`config.mk`:
```
export PLATFORM = sky130hd
export DESIGN_NAME = sac_ctrl
export DESIGN_NICKNAME = d
export VERILOG_FILES = /design/src/design/sac_pkg.sv /design/src/design/sac_fifo.sv /design/src/design/sac_ctrl.sv
export SDC_FILE = /design/constraint.sdc
export NUM_CORES = 1
export LEC_CHECK = 0
export CORE_ASPECT_RATIO = 0.9
export CORE_MARGIN = 1
export CORE_UTILIZATION = 55
export DETAILED_ROUTE_END_ITERATION = 6
export DONT_BUFFER_PORTS = 1
export GPL_ROUTABILITY_DRIVEN = 1
export PLACE_DENSITY = 0.8
export SLEW_MARGIN = 20
export SYNTH_ARGS = -nofsm -noshare
export SYNTH_HDL_FRONTEND = slang
export SYNTH_SLANG_ARGS = --single-unit
```
`constraint.sdc`:
```
create_clock -name SYS_CLK -period 5.56 [get_ports SYS_CLK]
set_clock_uncertainty 0.05 [all_clocks]
set_input_delay 1.112 -clock SYS_CLK [delete_from_list [all_inputs] [get_ports SYS_CLK]]
set_output_delay 1.112 -clock SYS_CLK [all_outputs]
set_load 0.01 [all_outputs]
```
`src/design/sac_pkg.sv`:
```
// Package with constants, types and timing for the converter control block
//******************************************************************************
//******************************************************************************
package sac_pkg;
	localparam int unsigned CLK_MHZ        = 200;
	localparam int unsigned RES_W          = 14;
	localparam int unsigned FIFO_DEPTH     = 8;
	localparam logic [13:0] MARKER_CODE    = 14'h3F80;
	localparam logic [13:0] ZERO_CODE      = 14'h0000;
	localparam int unsigned FOLD_BITS      = 6;
	localparam int unsigned INIT_CONVS     = 4;
	// Conversion time and reset abort bound, nanoseconds
	localparam int unsigned CONV_NS        = 273;
	localparam int unsigned ABORT_NS       = 45;
	localparam int unsigned CONV_CYC       = (CONV_NS * CLK_MHZ + 999) / 1000;
	localparam int unsigned ABORT_CYC      = (ABORT_NS * CLK_MHZ) / 1000;
	// Reset phase length before powerdown, nanoseconds
	localparam int unsigned RST_PHASE_NS   = 1000;
	localparam int unsigned RST_PHASE_CYC  = (RST_PHASE_NS * CLK_MHZ) / 1000;

	typedef enum logic [2:0] {
		ST_IDLE,
		ST_SAMPLE,
		ST_CONVERT,
		ST_NAP,
		ST_RESET,
		ST_POWERDOWN
	} sac_state_e;

	// One finished result with its validity
	typedef struct packed {
		logic        valid_init;
		logic        aborted;
		logic [13:0] code;
	} sac_result_s;
endpackage

```
`src/design/sac_fifo.sv`:
```
// Result FIFO with valid and ready on both sides
module sac_fifo #(
	parameter int unsigned WIDTH = 16,
	parameter int unsigned DEPTH = 8
) (
	// Clock and reset
	input  wire logic             clk,
	input  wire logic             rst,
	// Fill side
	input  wire logic             in_valid,
	output logic                  in_ready,
	input  wire logic [WIDTH-1:0] in_data,
	// Drain side
	output logic                  out_valid,
	input  wire logic             out_ready,
	output logic      [WIDTH-1:0] out_data
);
	localparam int unsigned AW = $clog2(DEPTH);

	initial begin
		if (DEPTH < 2 || (1 << AW) != DEPTH)
			$error("sac_fifo depth must be a power of two of at least 2");
	end

	logic [WIDTH-1:0] mem_q [DEPTH];
	logic [AW:0]      wr_q;
	logic [AW:0]      rd_q;
	wire              push = in_valid && in_ready;
	wire              pop  = out_valid && out_ready;

	// Full when pointers differ only in the wrap bit
	assign in_ready  = !((wr_q[AW] != rd_q[AW]) && (wr_q[AW-1:0] == rd_q[AW-1:0]));
	assign out_valid = (wr_q != rd_q);
	assign out_data  = mem_q[rd_q[AW-1:0]];

	// Pointer update
	always_ff @(posedge clk) begin
		if (rst) begin
			wr_q <= '0;
			rd_q <= '0;
		end else begin
			if (push)
				wr_q <= wr_q + 1'b1;
			if (pop)
				rd_q <= rd_q + 1'b1;
		end
	end

	// Storage, no reset needed
	always_ff @(posedge clk) begin
		if (push)
			mem_q[wr_q[AW-1:0]] <= in_data;
	end
endmodule

```
`src/design/sac_ctrl.sv`:
```
// Top of the converter control and parallel readout block
module sac_ctrl #(
	parameter int unsigned RST_PHASE_CYCLES = sac_pkg::RST_PHASE_CYC,
	parameter int unsigned CONV_CYCLES      = sac_pkg::CONV_CYC
) (
	// Clock and reset
	input  wire logic        SYS_CLK,
	input  wire logic        RST,
	// Host strobes, synchronous to the clock
	input  wire logic        CHIP_SELECT_N,
	input  wire logic        READ_N,
	input  wire logic        SAMPLE_CONVERT_N,
	input  wire logic        BYTE_FOLD,
	input  wire logic        NAP_ENABLE_N,
	input  wire logic        POWERDOWN_RESET_N,
	// Result from the SAR core
	input  wire logic [13:0] CORE_CODE,
	// Result bus, three signals per pin
	input  wire logic [13:0] RESULT_BUS_IN,
	output logic      [13:0] RESULT_BUS_OUT,
	output logic      [13:0] RESULT_BUS_OE,
	// Status
	output logic             BUSY,
	output logic             SAMPLING,
	output logic             NAPPING,
	output logic             POWERED_DOWN,
	output logic             RESULT_VALID,
	// Result stream
	output logic             STREAM_VALID,
	input  wire logic        STREAM_READY,
	output logic      [15:0] STREAM_DATA
);
	initial begin
		if (CONV_CYCLES < 2 || RST_PHASE_CYCLES < 2)
			$error("sac_ctrl counts must be at least 2");
		if (CONV_CYCLES - 1 > sac_pkg::ABORT_CYC + CONV_CYCLES)
			$error("sac_ctrl abort bound not served");
	end

	//**************************************************************************
	// Edge detection
	//**************************************************************************
	logic cs_n_q;
	logic cv_n_q;
	logic pr_n_q;
	wire  cs_fall = cs_n_q && !CHIP_SELECT_N;
	wire  cv_rise = !cv_n_q && SAMPLE_CONVERT_N;
	wire  cv_fall = cv_n_q && !SAMPLE_CONVERT_N;

	// Previous strobe levels
	always_ff @(posedge SYS_CLK) begin
		if (RST) begin
			cs_n_q <= 1'b1;
			cv_n_q <= 1'b0;
			pr_n_q <= 1'b1;
		end else begin
			cs_n_q <= CHIP_SELECT_N;
			cv_n_q <= SAMPLE_CONVERT_N;
			pr_n_q <= POWERDOWN_RESET_N;
		end
	end

	//**************************************************************************
	// Sequencing
	//**************************************************************************
	sac_pkg::sac_state_e st_q;
	sac_pkg::sac_state_e st_d;
	logic [31:0]         cnt_q;
	logic [31:0]         cnt_d;
	logic [2:0]          init_q;
	logic [13:0]         res_q;
	logic [13:0]         res_d;
	logic                res_ok_q;
	logic                res_ok_d;
	logic                done_pulse;
	logic                abort_pulse;

	// Start conditions for sampling and conversion
	wire samp_by_cv  = cv_rise && !CHIP_SELECT_N;
	wire samp_by_cs  = cs_fall && SAMPLE_CONVERT_N;
	wire conv_start  = (cv_fall && !CHIP_SELECT_N)
	                 || (cs_fall && !SAMPLE_CONVERT_N);
	wire conv_end    = (st_q == sac_pkg::ST_CONVERT) && (cnt_q == 32'(CONV_CYCLES - 1));
	wire abort_req   = (st_q == sac_pkg::ST_CONVERT) && cs_fall && SAMPLE_CONVERT_N;
	// Overlapped start: select low and convert high at the internal end
	wire back_to_back = conv_end && !CHIP_SELECT_N && SAMPLE_CONVERT_N;
	wire init_done   = (init_q == 3'(sac_pkg::INIT_CONVS));

	// Next state logic
	always_comb begin
		st_d        = st_q;
		cnt_d       = cnt_q + 32'h1;
		res_d       = res_q;
		res_ok_d    = res_ok_q;
		done_pulse  = 1'b0;
		abort_pulse = 1'b0;
		case (st_q)
			sac_pkg::ST_IDLE, sac_pkg::ST_NAP: begin
				// Nap while enabled and idle; leave as soon as sampling starts
				if (samp_by_cv || samp_by_cs)
					st_d = sac_pkg::ST_SAMPLE;
				else if (!NAP_ENABLE_N)
					st_d = sac_pkg::ST_NAP;
				else
					st_d = sac_pkg::ST_IDLE;
				if (conv_start) begin
					st_d  = sac_pkg::ST_CONVERT;
					cnt_d = 32'h0;
				end
			end
			sac_pkg::ST_SAMPLE: begin
				if (conv_start) begin
					st_d  = sac_pkg::ST_CONVERT;
					cnt_d = 32'h0;
				end
			end
			sac_pkg::ST_CONVERT: begin
				if (abort_req) begin
					// Marker replaces the result and stays until a later conversion
					res_d       = sac_pkg::MARKER_CODE;
					res_ok_d    = 1'b0;
					abort_pulse = 1'b1;
					st_d        = sac_pkg::ST_SAMPLE;
				end else if (conv_end) begin
					res_d      = CORE_CODE;
					res_ok_d   = init_done;
					done_pulse = 1'b1;
					if (back_to_back)
						st_d = sac_pkg::ST_SAMPLE;
					else if (!NAP_ENABLE_N)
						st_d = sac_pkg::ST_NAP;
					else
						st_d = sac_pkg::ST_IDLE;
				end
			end
			sac_pkg::ST_RESET: begin
				res_d    = sac_pkg::MARKER_CODE;
				res_ok_d = 1'b0;
				if (POWERDOWN_RESET_N)
					st_d = sac_pkg::ST_IDLE;
				else if (cnt_q >= 32'(RST_PHASE_CYCLES - 1))
					st_d = sac_pkg::ST_POWERDOWN;
			end
			sac_pkg::ST_POWERDOWN: begin
				if (POWERDOWN_RESET_N)
					st_d = sac_pkg::ST_IDLE;
			end
			default: st_d = sac_pkg::ST_IDLE;
		endcase
		// Reset pin falling overrides state, count and result, aborting at once
		if (!POWERDOWN_RESET_N && pr_n_q) begin
			st_d  = sac_pkg::ST_RESET;
			cnt_d = 32'h0;
			res_d = sac_pkg::MARKER_CODE;
			res_ok_d = 1'b0;
		end
	end

	// State, counter and result registers
	always_ff @(posedge SYS_CLK) begin
		if (RST) begin
			st_q     <= sac_pkg::ST_IDLE;
			cnt_q    <= 32'h0;
			res_q    <= sac_pkg::ZERO_CODE;
			res_ok_q <= 1'b0;
		end else begin
			st_q     <= st_d;
			cnt_q    <= cnt_d;
			res_q    <= res_d;
			res_ok_q <= res_ok_d;
		end
	end

	// Count conversions since reset; saturates once initialised
	always_ff @(posedge SYS_CLK) begin
		if (RST || st_q == sac_pkg::ST_RESET || st_q == sac_pkg::ST_POWERDOWN)
			init_q <= 3'h0;
		else if (done_pulse && !init_done)
			init_q <= init_q + 3'h1;
	end

	//**************************************************************************
	// Readout
	//**************************************************************************
	// Fold the low six bits to the top when requested
	wire [13:0] folded   = {res_q[sac_pkg::FOLD_BITS-1:0], 8'h00};
	wire [13:0] bus_word = BYTE_FOLD ? folded : res_q;
	wire        drive    = !CHIP_SELECT_N && !READ_N;

	// Bus and status outputs, all registered
	always_ff @(posedge SYS_CLK) begin
		if (RST) begin
			RESULT_BUS_OUT <= 14'h0000;
			RESULT_BUS_OE  <= 14'h0000;
			BUSY           <= 1'b0;
			SAMPLING       <= 1'b0;
			NAPPING        <= 1'b0;
			POWERED_DOWN   <= 1'b0;
			RESULT_VALID   <= 1'b0;
		end else begin
			RESULT_BUS_OUT <= bus_word;
			RESULT_BUS_OE  <= {14{drive}};
			BUSY           <= (st_d == sac_pkg::ST_CONVERT);
			SAMPLING       <= (st_d == sac_pkg::ST_SAMPLE);
			NAPPING        <= (st_d == sac_pkg::ST_NAP);
			POWERED_DOWN   <= (st_d == sac_pkg::ST_POWERDOWN);
			RESULT_VALID   <= res_ok_d;
		end
	end

	//**************************************************************************
	// Result stream through the FIFO
	//**************************************************************************
	sac_pkg::sac_result_s push_word;
	logic                 fifo_in_ready;
	logic                 fifo_out_valid;
	logic [15:0]          fifo_out_data;
	logic                 out_take;

	assign push_word = '{valid_init: init_done, aborted: abort_pulse,
	                     code: abort_pulse ? sac_pkg::MARKER_CODE : CORE_CODE};
	assign out_take  = fifo_out_valid && (!STREAM_VALID || STREAM_READY);

	sac_fifo #(
		.WIDTH (16),
		.DEPTH (sac_pkg::FIFO_DEPTH)
	) u_fifo (
		.clk       (SYS_CLK),
		.rst       (RST),
		.in_valid  (done_pulse || abort_pulse),
		.in_ready  (fifo_in_ready),
		.in_data   (push_word),
		.out_valid (fifo_out_valid),
		.out_ready (out_take),
		.out_data  (fifo_out_data)
	);

	// Output stage register; a full FIFO drops results, never stalls conversion
	always_ff @(posedge SYS_CLK) begin
		if (RST) begin
			STREAM_VALID <= 1'b0;
			STREAM_DATA  <= 16'h0000;
		end else if (out_take) begin
			STREAM_VALID <= 1'b1;
			STREAM_DATA  <= fifo_out_data;
		end else if (STREAM_READY) begin
			STREAM_VALID <= 1'b0;
		end
	end

	//**************************************************************************
	// Checks
	//**************************************************************************
	bus_enable_a: assert property (@(posedge SYS_CLK) disable iff (RST)
		(CHIP_SELECT_N || READ_N) |=> (RESULT_BUS_OE == 14'h0000))
		else $error("bus driven while select or read high");
	bus_fold_a: assert property (@(posedge SYS_CLK) disable iff (RST)
		BYTE_FOLD |=> (RESULT_BUS_OUT[7:0] == 8'h00))
		else $error("folded bus low bits not zero");
	busy_rise_a: assert property (@(posedge SYS_CLK) disable iff (RST)
		(conv_start && POWERDOWN_RESET_N && pr_n_q &&
		 (st_q == sac_pkg::ST_SAMPLE)) |=> BUSY)
		else $error("busy not raised after conversion start");
	busy_len_a: assert property (@(posedge SYS_CLK) disable iff (RST)
		$rose(BUSY) |-> BUSY [*2])
		else $error("busy too short");
	abort_code_a: assert property (@(posedge SYS_CLK) disable iff (RST)
		abort_req |=> (res_q == sac_pkg::MARKER_CODE))
		else $error("abort did not load marker");
	reset_abort_a: assert property (@(posedge SYS_CLK) disable iff (RST)
		(!POWERDOWN_RESET_N && pr_n_q) |=> (!BUSY && res_q == sac_pkg::MARKER_CODE))
		else $error("reset did not abort");
	sample_start_a: assert property (@(posedge SYS_CLK) disable iff (RST)
		(st_q == sac_pkg::ST_IDLE && samp_by_cv && !conv_start && pr_n_q
		 && POWERDOWN_RESET_N) |=> SAMPLING)
		else $error("sampling not started");
	nap_exit_a: assert property (@(posedge SYS_CLK) disable iff (RST)
		(NAPPING && NAP_ENABLE_N && !samp_by_cv && !samp_by_cs && !conv_start
		 && POWERDOWN_RESET_N && pr_n_q) |=> !NAPPING)
		else $error("nap held after enable released");

	//**************************************************************************
	// Further checks on timing, codes and the stream
	//**************************************************************************
	// Reset pin falling in this cycle
	wire         pin_fall = !POWERDOWN_RESET_N && pr_n_q;
	logic [31:0] busy_run_q;

	// Count consecutive busy cycles; a stuck converter would otherwise go unseen
	always_ff @(posedge SYS_CLK) begin
		if (RST || !BUSY)
			busy_run_q <= 32'h0;
		else
			busy_run_q <= busy_run_q + 32'h1;
	end

	// Busy length and end of conversion
	busy_bound_a: assert property (@(posedge SYS_CLK) disable iff (RST)
		busy_run_q <= 32'(CONV_CYCLES))
		else $error("busy held past the conversion time");
	busy_fall_a: assert property (@(posedge SYS_CLK) disable iff (RST)
		conv_end |=> !BUSY)
		else $error("busy not lowered at conversion end");
	result_load_a: assert property (@(posedge SYS_CLK) disable iff (RST)
		(conv_end && !abort_req && !pin_fall) |=> (res_q == $past(CORE_CODE)))
		else $error("finished result not loaded");

	// Start paths and nap entry
	cs_start_a: assert property (@(posedge SYS_CLK) disable iff (RST)
		(st_q == sac_pkg::ST_IDLE && samp_by_cs && !conv_start && !pin_fall
		 && POWERDOWN_RESET_N) |=> SAMPLING)
		else $error("select fall did not start sampling");
	overlap_start_a: assert property (@(posedge SYS_CLK) disable iff (RST)
		(back_to_back && !abort_req && POWERDOWN_RESET_N) |=> SAMPLING)
		else $error("overlapped sampling not started");
	nap_enter_a: assert property (@(posedge SYS_CLK) disable iff (RST)
		(conv_end && !abort_req && !back_to_back && !NAP_ENABLE_N
		 && POWERDOWN_RESET_N) |=> NAPPING)
		else $error("nap not entered after conversion");

	// Reset phase, powerdown and wake
	reset_marker_a: assert property (@(posedge SYS_CLK) disable iff (RST)
		(st_q == sac_pkg::ST_RESET) |=> (res_q == sac_pkg::MARKER_CODE))
		else $error("marker not shown in reset phase");
	powerdown_a: assert property (@(posedge SYS_CLK) disable iff (RST)
		(st_q == sac_pkg::ST_RESET && !POWERDOWN_RESET_N
		 && cnt_q >= 32'(RST_PHASE_CYCLES - 1)) |=> POWERED_DOWN)
		else $error("long reset did not power down");
	wake_a: assert property (@(posedge SYS_CLK) disable iff (RST)
		(POWERED_DOWN && POWERDOWN_RESET_N) |=> !POWERED_DOWN)
		else $error("powerdown held after pin release");

	// Result validity and marker retention
	init_invalid_a: assert property (@(posedge SYS_CLK) disable iff (RST)
		(done_pulse && !init_done) |=> !RESULT_VALID)
		else $error("early result flagged valid");
	marker_hold_a: assert property (@(posedge SYS_CLK) disable iff (RST)
		(res_q == sac_pkg::MARKER_CODE && !done_pulse && !pin_fall)
		|=> (res_q == sac_pkg::MARKER_CODE))
		else $error("marker lost before a conversion ended");

	// Bus word and enable
	bus_drive_a: assert property (@(posedge SYS_CLK) disable iff (RST)
		(!CHIP_SELECT_N && !READ_N) |=> (RESULT_BUS_OE == 14'h3FFF))
		else $error("bus not driven during read");
	fold_top_a: assert property (@(posedge SYS_CLK) disable iff (RST)
		BYTE_FOLD |=> (RESULT_BUS_OUT[13:8] == $past(res_q[5:0])))
		else $error("folded bits not on top");
	unfold_a: assert property (@(posedge SYS_CLK) disable iff (RST)
		!BYTE_FOLD |=> (RESULT_BUS_OUT == $past(res_q)))
		else $error("full word not on bus");

	// Stream output holds while the sink stalls
	stream_hold_a: assert property (@(posedge SYS_CLK) disable iff (RST)
		(STREAM_VALID && !STREAM_READY) |=> (STREAM_VALID && $stable(STREAM_DATA)))
		else $error("stream word changed while stalled");
endmodule

```
==> summary.md <==
| Metric | Value |
|---|---|
| Fillers | `between 1,000 and 1,500` |
| Antenna-violating nets left | `0` |
| Hold path depth | `1` |
| Endpoints failing hold | `0` |
| Met1 usage | `26.1%` |
| Worst Setup End Kind | `flip-flop` |
| Total global routing overflow | `0` |
| Status | `finished, final reports clean` |
| Drt drc | `0` |
| Kind of critical path | `flip-flop to flip-flop` |
| Cell taking the most area after synthesis | `edfxtp_1` |
| Commonest register cell after synthesis | `edfxtp_1` |
| # resized after CTS | `0` |
| Final Util | `between 60 and 70%` |
| Die area | `approximately 17,000 um^2` |
| Tmin final | `about 3.8 ns` |
| Leakage | `about 3.4 nW` |
| Initial DRT Pass Iterations | `4` |
| Data required, critical path | `about 5.7 ns` |
| Setup Slack @ Placement | `1.44 ns` |
| EDFF count, synth | `between 100 and 150` |
| Area of the multi-input gates | `about 3000 um^2` |
| CTS tree | `built` |
| Vias | `between 5,000 and 6,000` |
| Hpwl dp | `roughly 11 mm` |
| GRT Total Usage | `between 20% and 30%` |
| Root Buffer | `clkbuf_16` |
| Largest net degree at the start of global routing | `46` |
| Distinct cells, synth | `50` |
| # IOs | `87` |
| Slew HR | `between 20% and 30%` |
| Fraction of the mapped netlist area in compound gates | `between 3 and 4%` |
| Register area share after synthesis | `~65%` |
| RSZ-0062 raised after global routing | `no` |
| Worst vdd ir | `0.319 mV` |
| Routability Congestion | `around 0.80` |
| Mapped Nets | `between 600 and 700` |
| Slew @ Worst Pin | `around 1.0 ns` |
| Slew Viols, Final | `0` |
| Max Clk Rate | `0.266 GHz` |
| Global route hottest layer | `met2` |
| Hold_ws | `between 0.4 and 0.5 ns` |
| Nets@finish | `between 600 and 700` |
| Worst-skew pair later-pin latency | `~0.52 ns` |
| Setup slack after layout | `1.80 ns` |
| Post-Layout Cell Count | `875` |
| Sequential Area | `5850 um^2` |
| Number of I/O port buffers | `0` |
| Die W | `137 um` |
| Post-Route WL | `between 15 and 20 mm` |
| Most numerous cell in the Yosys netlist | `edfxtp_1` |
| CTS max path bufs | `3` |
| Ant diodes | `0` |
| Post-synthesis async set-or-reset flop share | `0%` |
| PwrDens | `~380 nW/um^2` |
| Vias per cell | `~5.9` |
| CP startpoint kind | `flip-flop` |
| FF+latch count, synth | `about 230` |
| Synthesized area | `~9000 um^2` |
| Area contributors post-synth | `edfxtp_1 42%, dfxtp_1 22%, mux4_2 8.0%` |
| Data arrival, critical path | `roughly 3.9 ns` |
| Postcts setup bufs | `0` |
| Xor/xnor share of the synthesized area | `between 3 and 4%` |
| Post-synthesis mux area share | `approximately an eighth` |
| Final period util | `around two thirds` |
| Initial Util | `56.1%` |
| Yosys Warn Count | `0` |
| Largest family of logic cells by synthesized area | `multiplexers` |
| Vias in the first global route | `between 5,000 and 6,000` |
| Synth Area in Adders | `less than 1%` |
| R2R depth | `6` |
| Synth top cells by count | `128 x edfxtp_1, 100 x dfxtp_1, 87 x nor2_1` |
| Synth top area share | `around 42%` |
| Syn Area/Cell | `approximately 14 um^2` |
| WL/cell | `just under 20 um` |
| First-pass GRT wire length | `26.8 mm` |
| Drt initial violations | `roughly 430` |
| H-tree depth | `1` |
| Die Ht | `between 100 and 150 um` |
| Clk sinks | `228` |
| TritonCTS buffer count | `23` |
| Total of max-cap violations | `0` |
| Cell Count Post-Placement | `roughly 830` |
| Crit Path Max Fanout | `17` |
| # rows | `between 40 and 50` |
| Share of cells above drive strength 1 | `roughly 15%` |
| Cts hold-fix bufs | `0` |
| Mapped Cells | `roughly 660` |
| Min-delay worst type | `flip-flop to flip-flop` |
| Met2 Use GR | `around 37%` |
| Core footprint | `between 15,000 and 20,000 um^2` |
| Setup violators final | `0` |
| Setup_tns | `0 ns` |
| Initial antenna violation count | `0` |
| Post-Synth Simple-Gate Area | `approximately an eighth` |
| Layout area overhead | `11.1%` |
| Clk slew on worst S/H paths | `around 0.060 ns` |
| Met3 GRT Util | `about 4.4%` |
==> flip-flops by register name, indices dropped and copies added (netlist names) <==
signal	flops
u_fifo.mem_q	128
cnt_q	32
STREAM_DATA	16
RESULT_BUS_OUT	14
res_q	14
u_fifo.rd_q	4
u_fifo.wr_q	4
init_q	3
st_q	3
BUSY	1
NAPPING	1
POWERED_DOWN	1
RESULT_BUS_OE	1
RESULT_VALID	1
SAMPLING	1
STREAM_VALID	1
cs_n_q	1
cv_n_q	1
pr_n_q	1
==> layout make-up <==
class / count / share of cell area [%]
Sequential cell: 228 / 58.2
Multi-Input combinational cell: 374 / 29.9
Clock buffer: 34 / 7.45
Tap cell: 207 / 2.58
Timing Repair Buffer: 11 / 0.859
Clock inverter: 8 / 0.560
Inverter: 13 / 0.486
==> power breakdown <==
part	internal (mW)	switching, mW
Clock	0.945	0.643
Sequential	1.84	0.0628
Combinational	0.145	0.183
Total	2.93	0.889
==> kinds of logic (layout without fill, tap and decap cells) <==
logic type / Yosys count / in the layout
buffers and inverters: 54 / 66
XOR/XNOR: 39 / 39
adder cells (fa/ha/maj): 7 / 7
AO/OA/AOI/OAI: 50 / 50
multiplexers: 71 / 71
flip-flops: 228 / 228
AND/OR/NAND/NOR: 207 / 207
==> path summary, 6_finish.rpt <==
| path | slack (ns) | end | startpoint |
|---|---|---|---|
| max | 1.80 | u_fifo.mem_q[2][12]$_DFFE_PP_ | st_q[1]$_SDFF_PP0_ |
| min | 0.42 | cnt_q[0]$_SDFF_PP0_ | cnt_q[0]$_SDFF_PP0_ |
| max reg2reg | 1.80 | u_fifo.mem_q[2][12]$_DFFE_PP_ | st_q[1]$_SDFF_PP0_ |
| min reg2reg | 0.42 | cnt_q[0]$_SDFF_PP0_ | cnt_q[0]$_SDFF_PP0_ |
==> worst max-delay path, stage by stage (launching register included) <==
cell     delay, ns
dfxtp_1       0.43
nor3b_1       0.44
nand3_1       0.61
inv_1         0.54
o21ai_2       0.26
nor4b_2       0.77
buf_4         0.35
==> per-layer routing <==
| metal | part of all wire (%) | vias to the layer above |
|---|---|---|
| li1 | - | 2382 |
| met1 | 41 | 2557 |
| met2 | 52 | 160 |
| met3 | 5.3 | 29 |
| met4 | 2.1 | 0 |
| met5 | 0 | - |
==> metrics by stage <==
| step | cell area, um^2 | total power, mW |
|---|---|---|
| global route | 10000 | 3.96 |
| finish | 10000 | 3.82 |
| CTS | 10000 | 3.84 |
| global placement | 9230 | 2.25 |
| floorplan | 9040 | 2.20 |
| detailed placement | 9230 | 2.27 |
==> placed cells by master (no fill, tap or decap), types with 10 or more instances in the layout <==
cell,instances
a211oi_1,18
a21oi_1,12
and2_1,15
buf_4,10
clkbuf_16,29
dfxtp_1,99
edfxtp_1,128
inv_1,13
mux2i_1,39
mux4_2,32
nand2_1,20
nand3_1,16
nor2_1,86
xnor2_1,18
xor2_1,21
(Power assumes the default switching activity.)
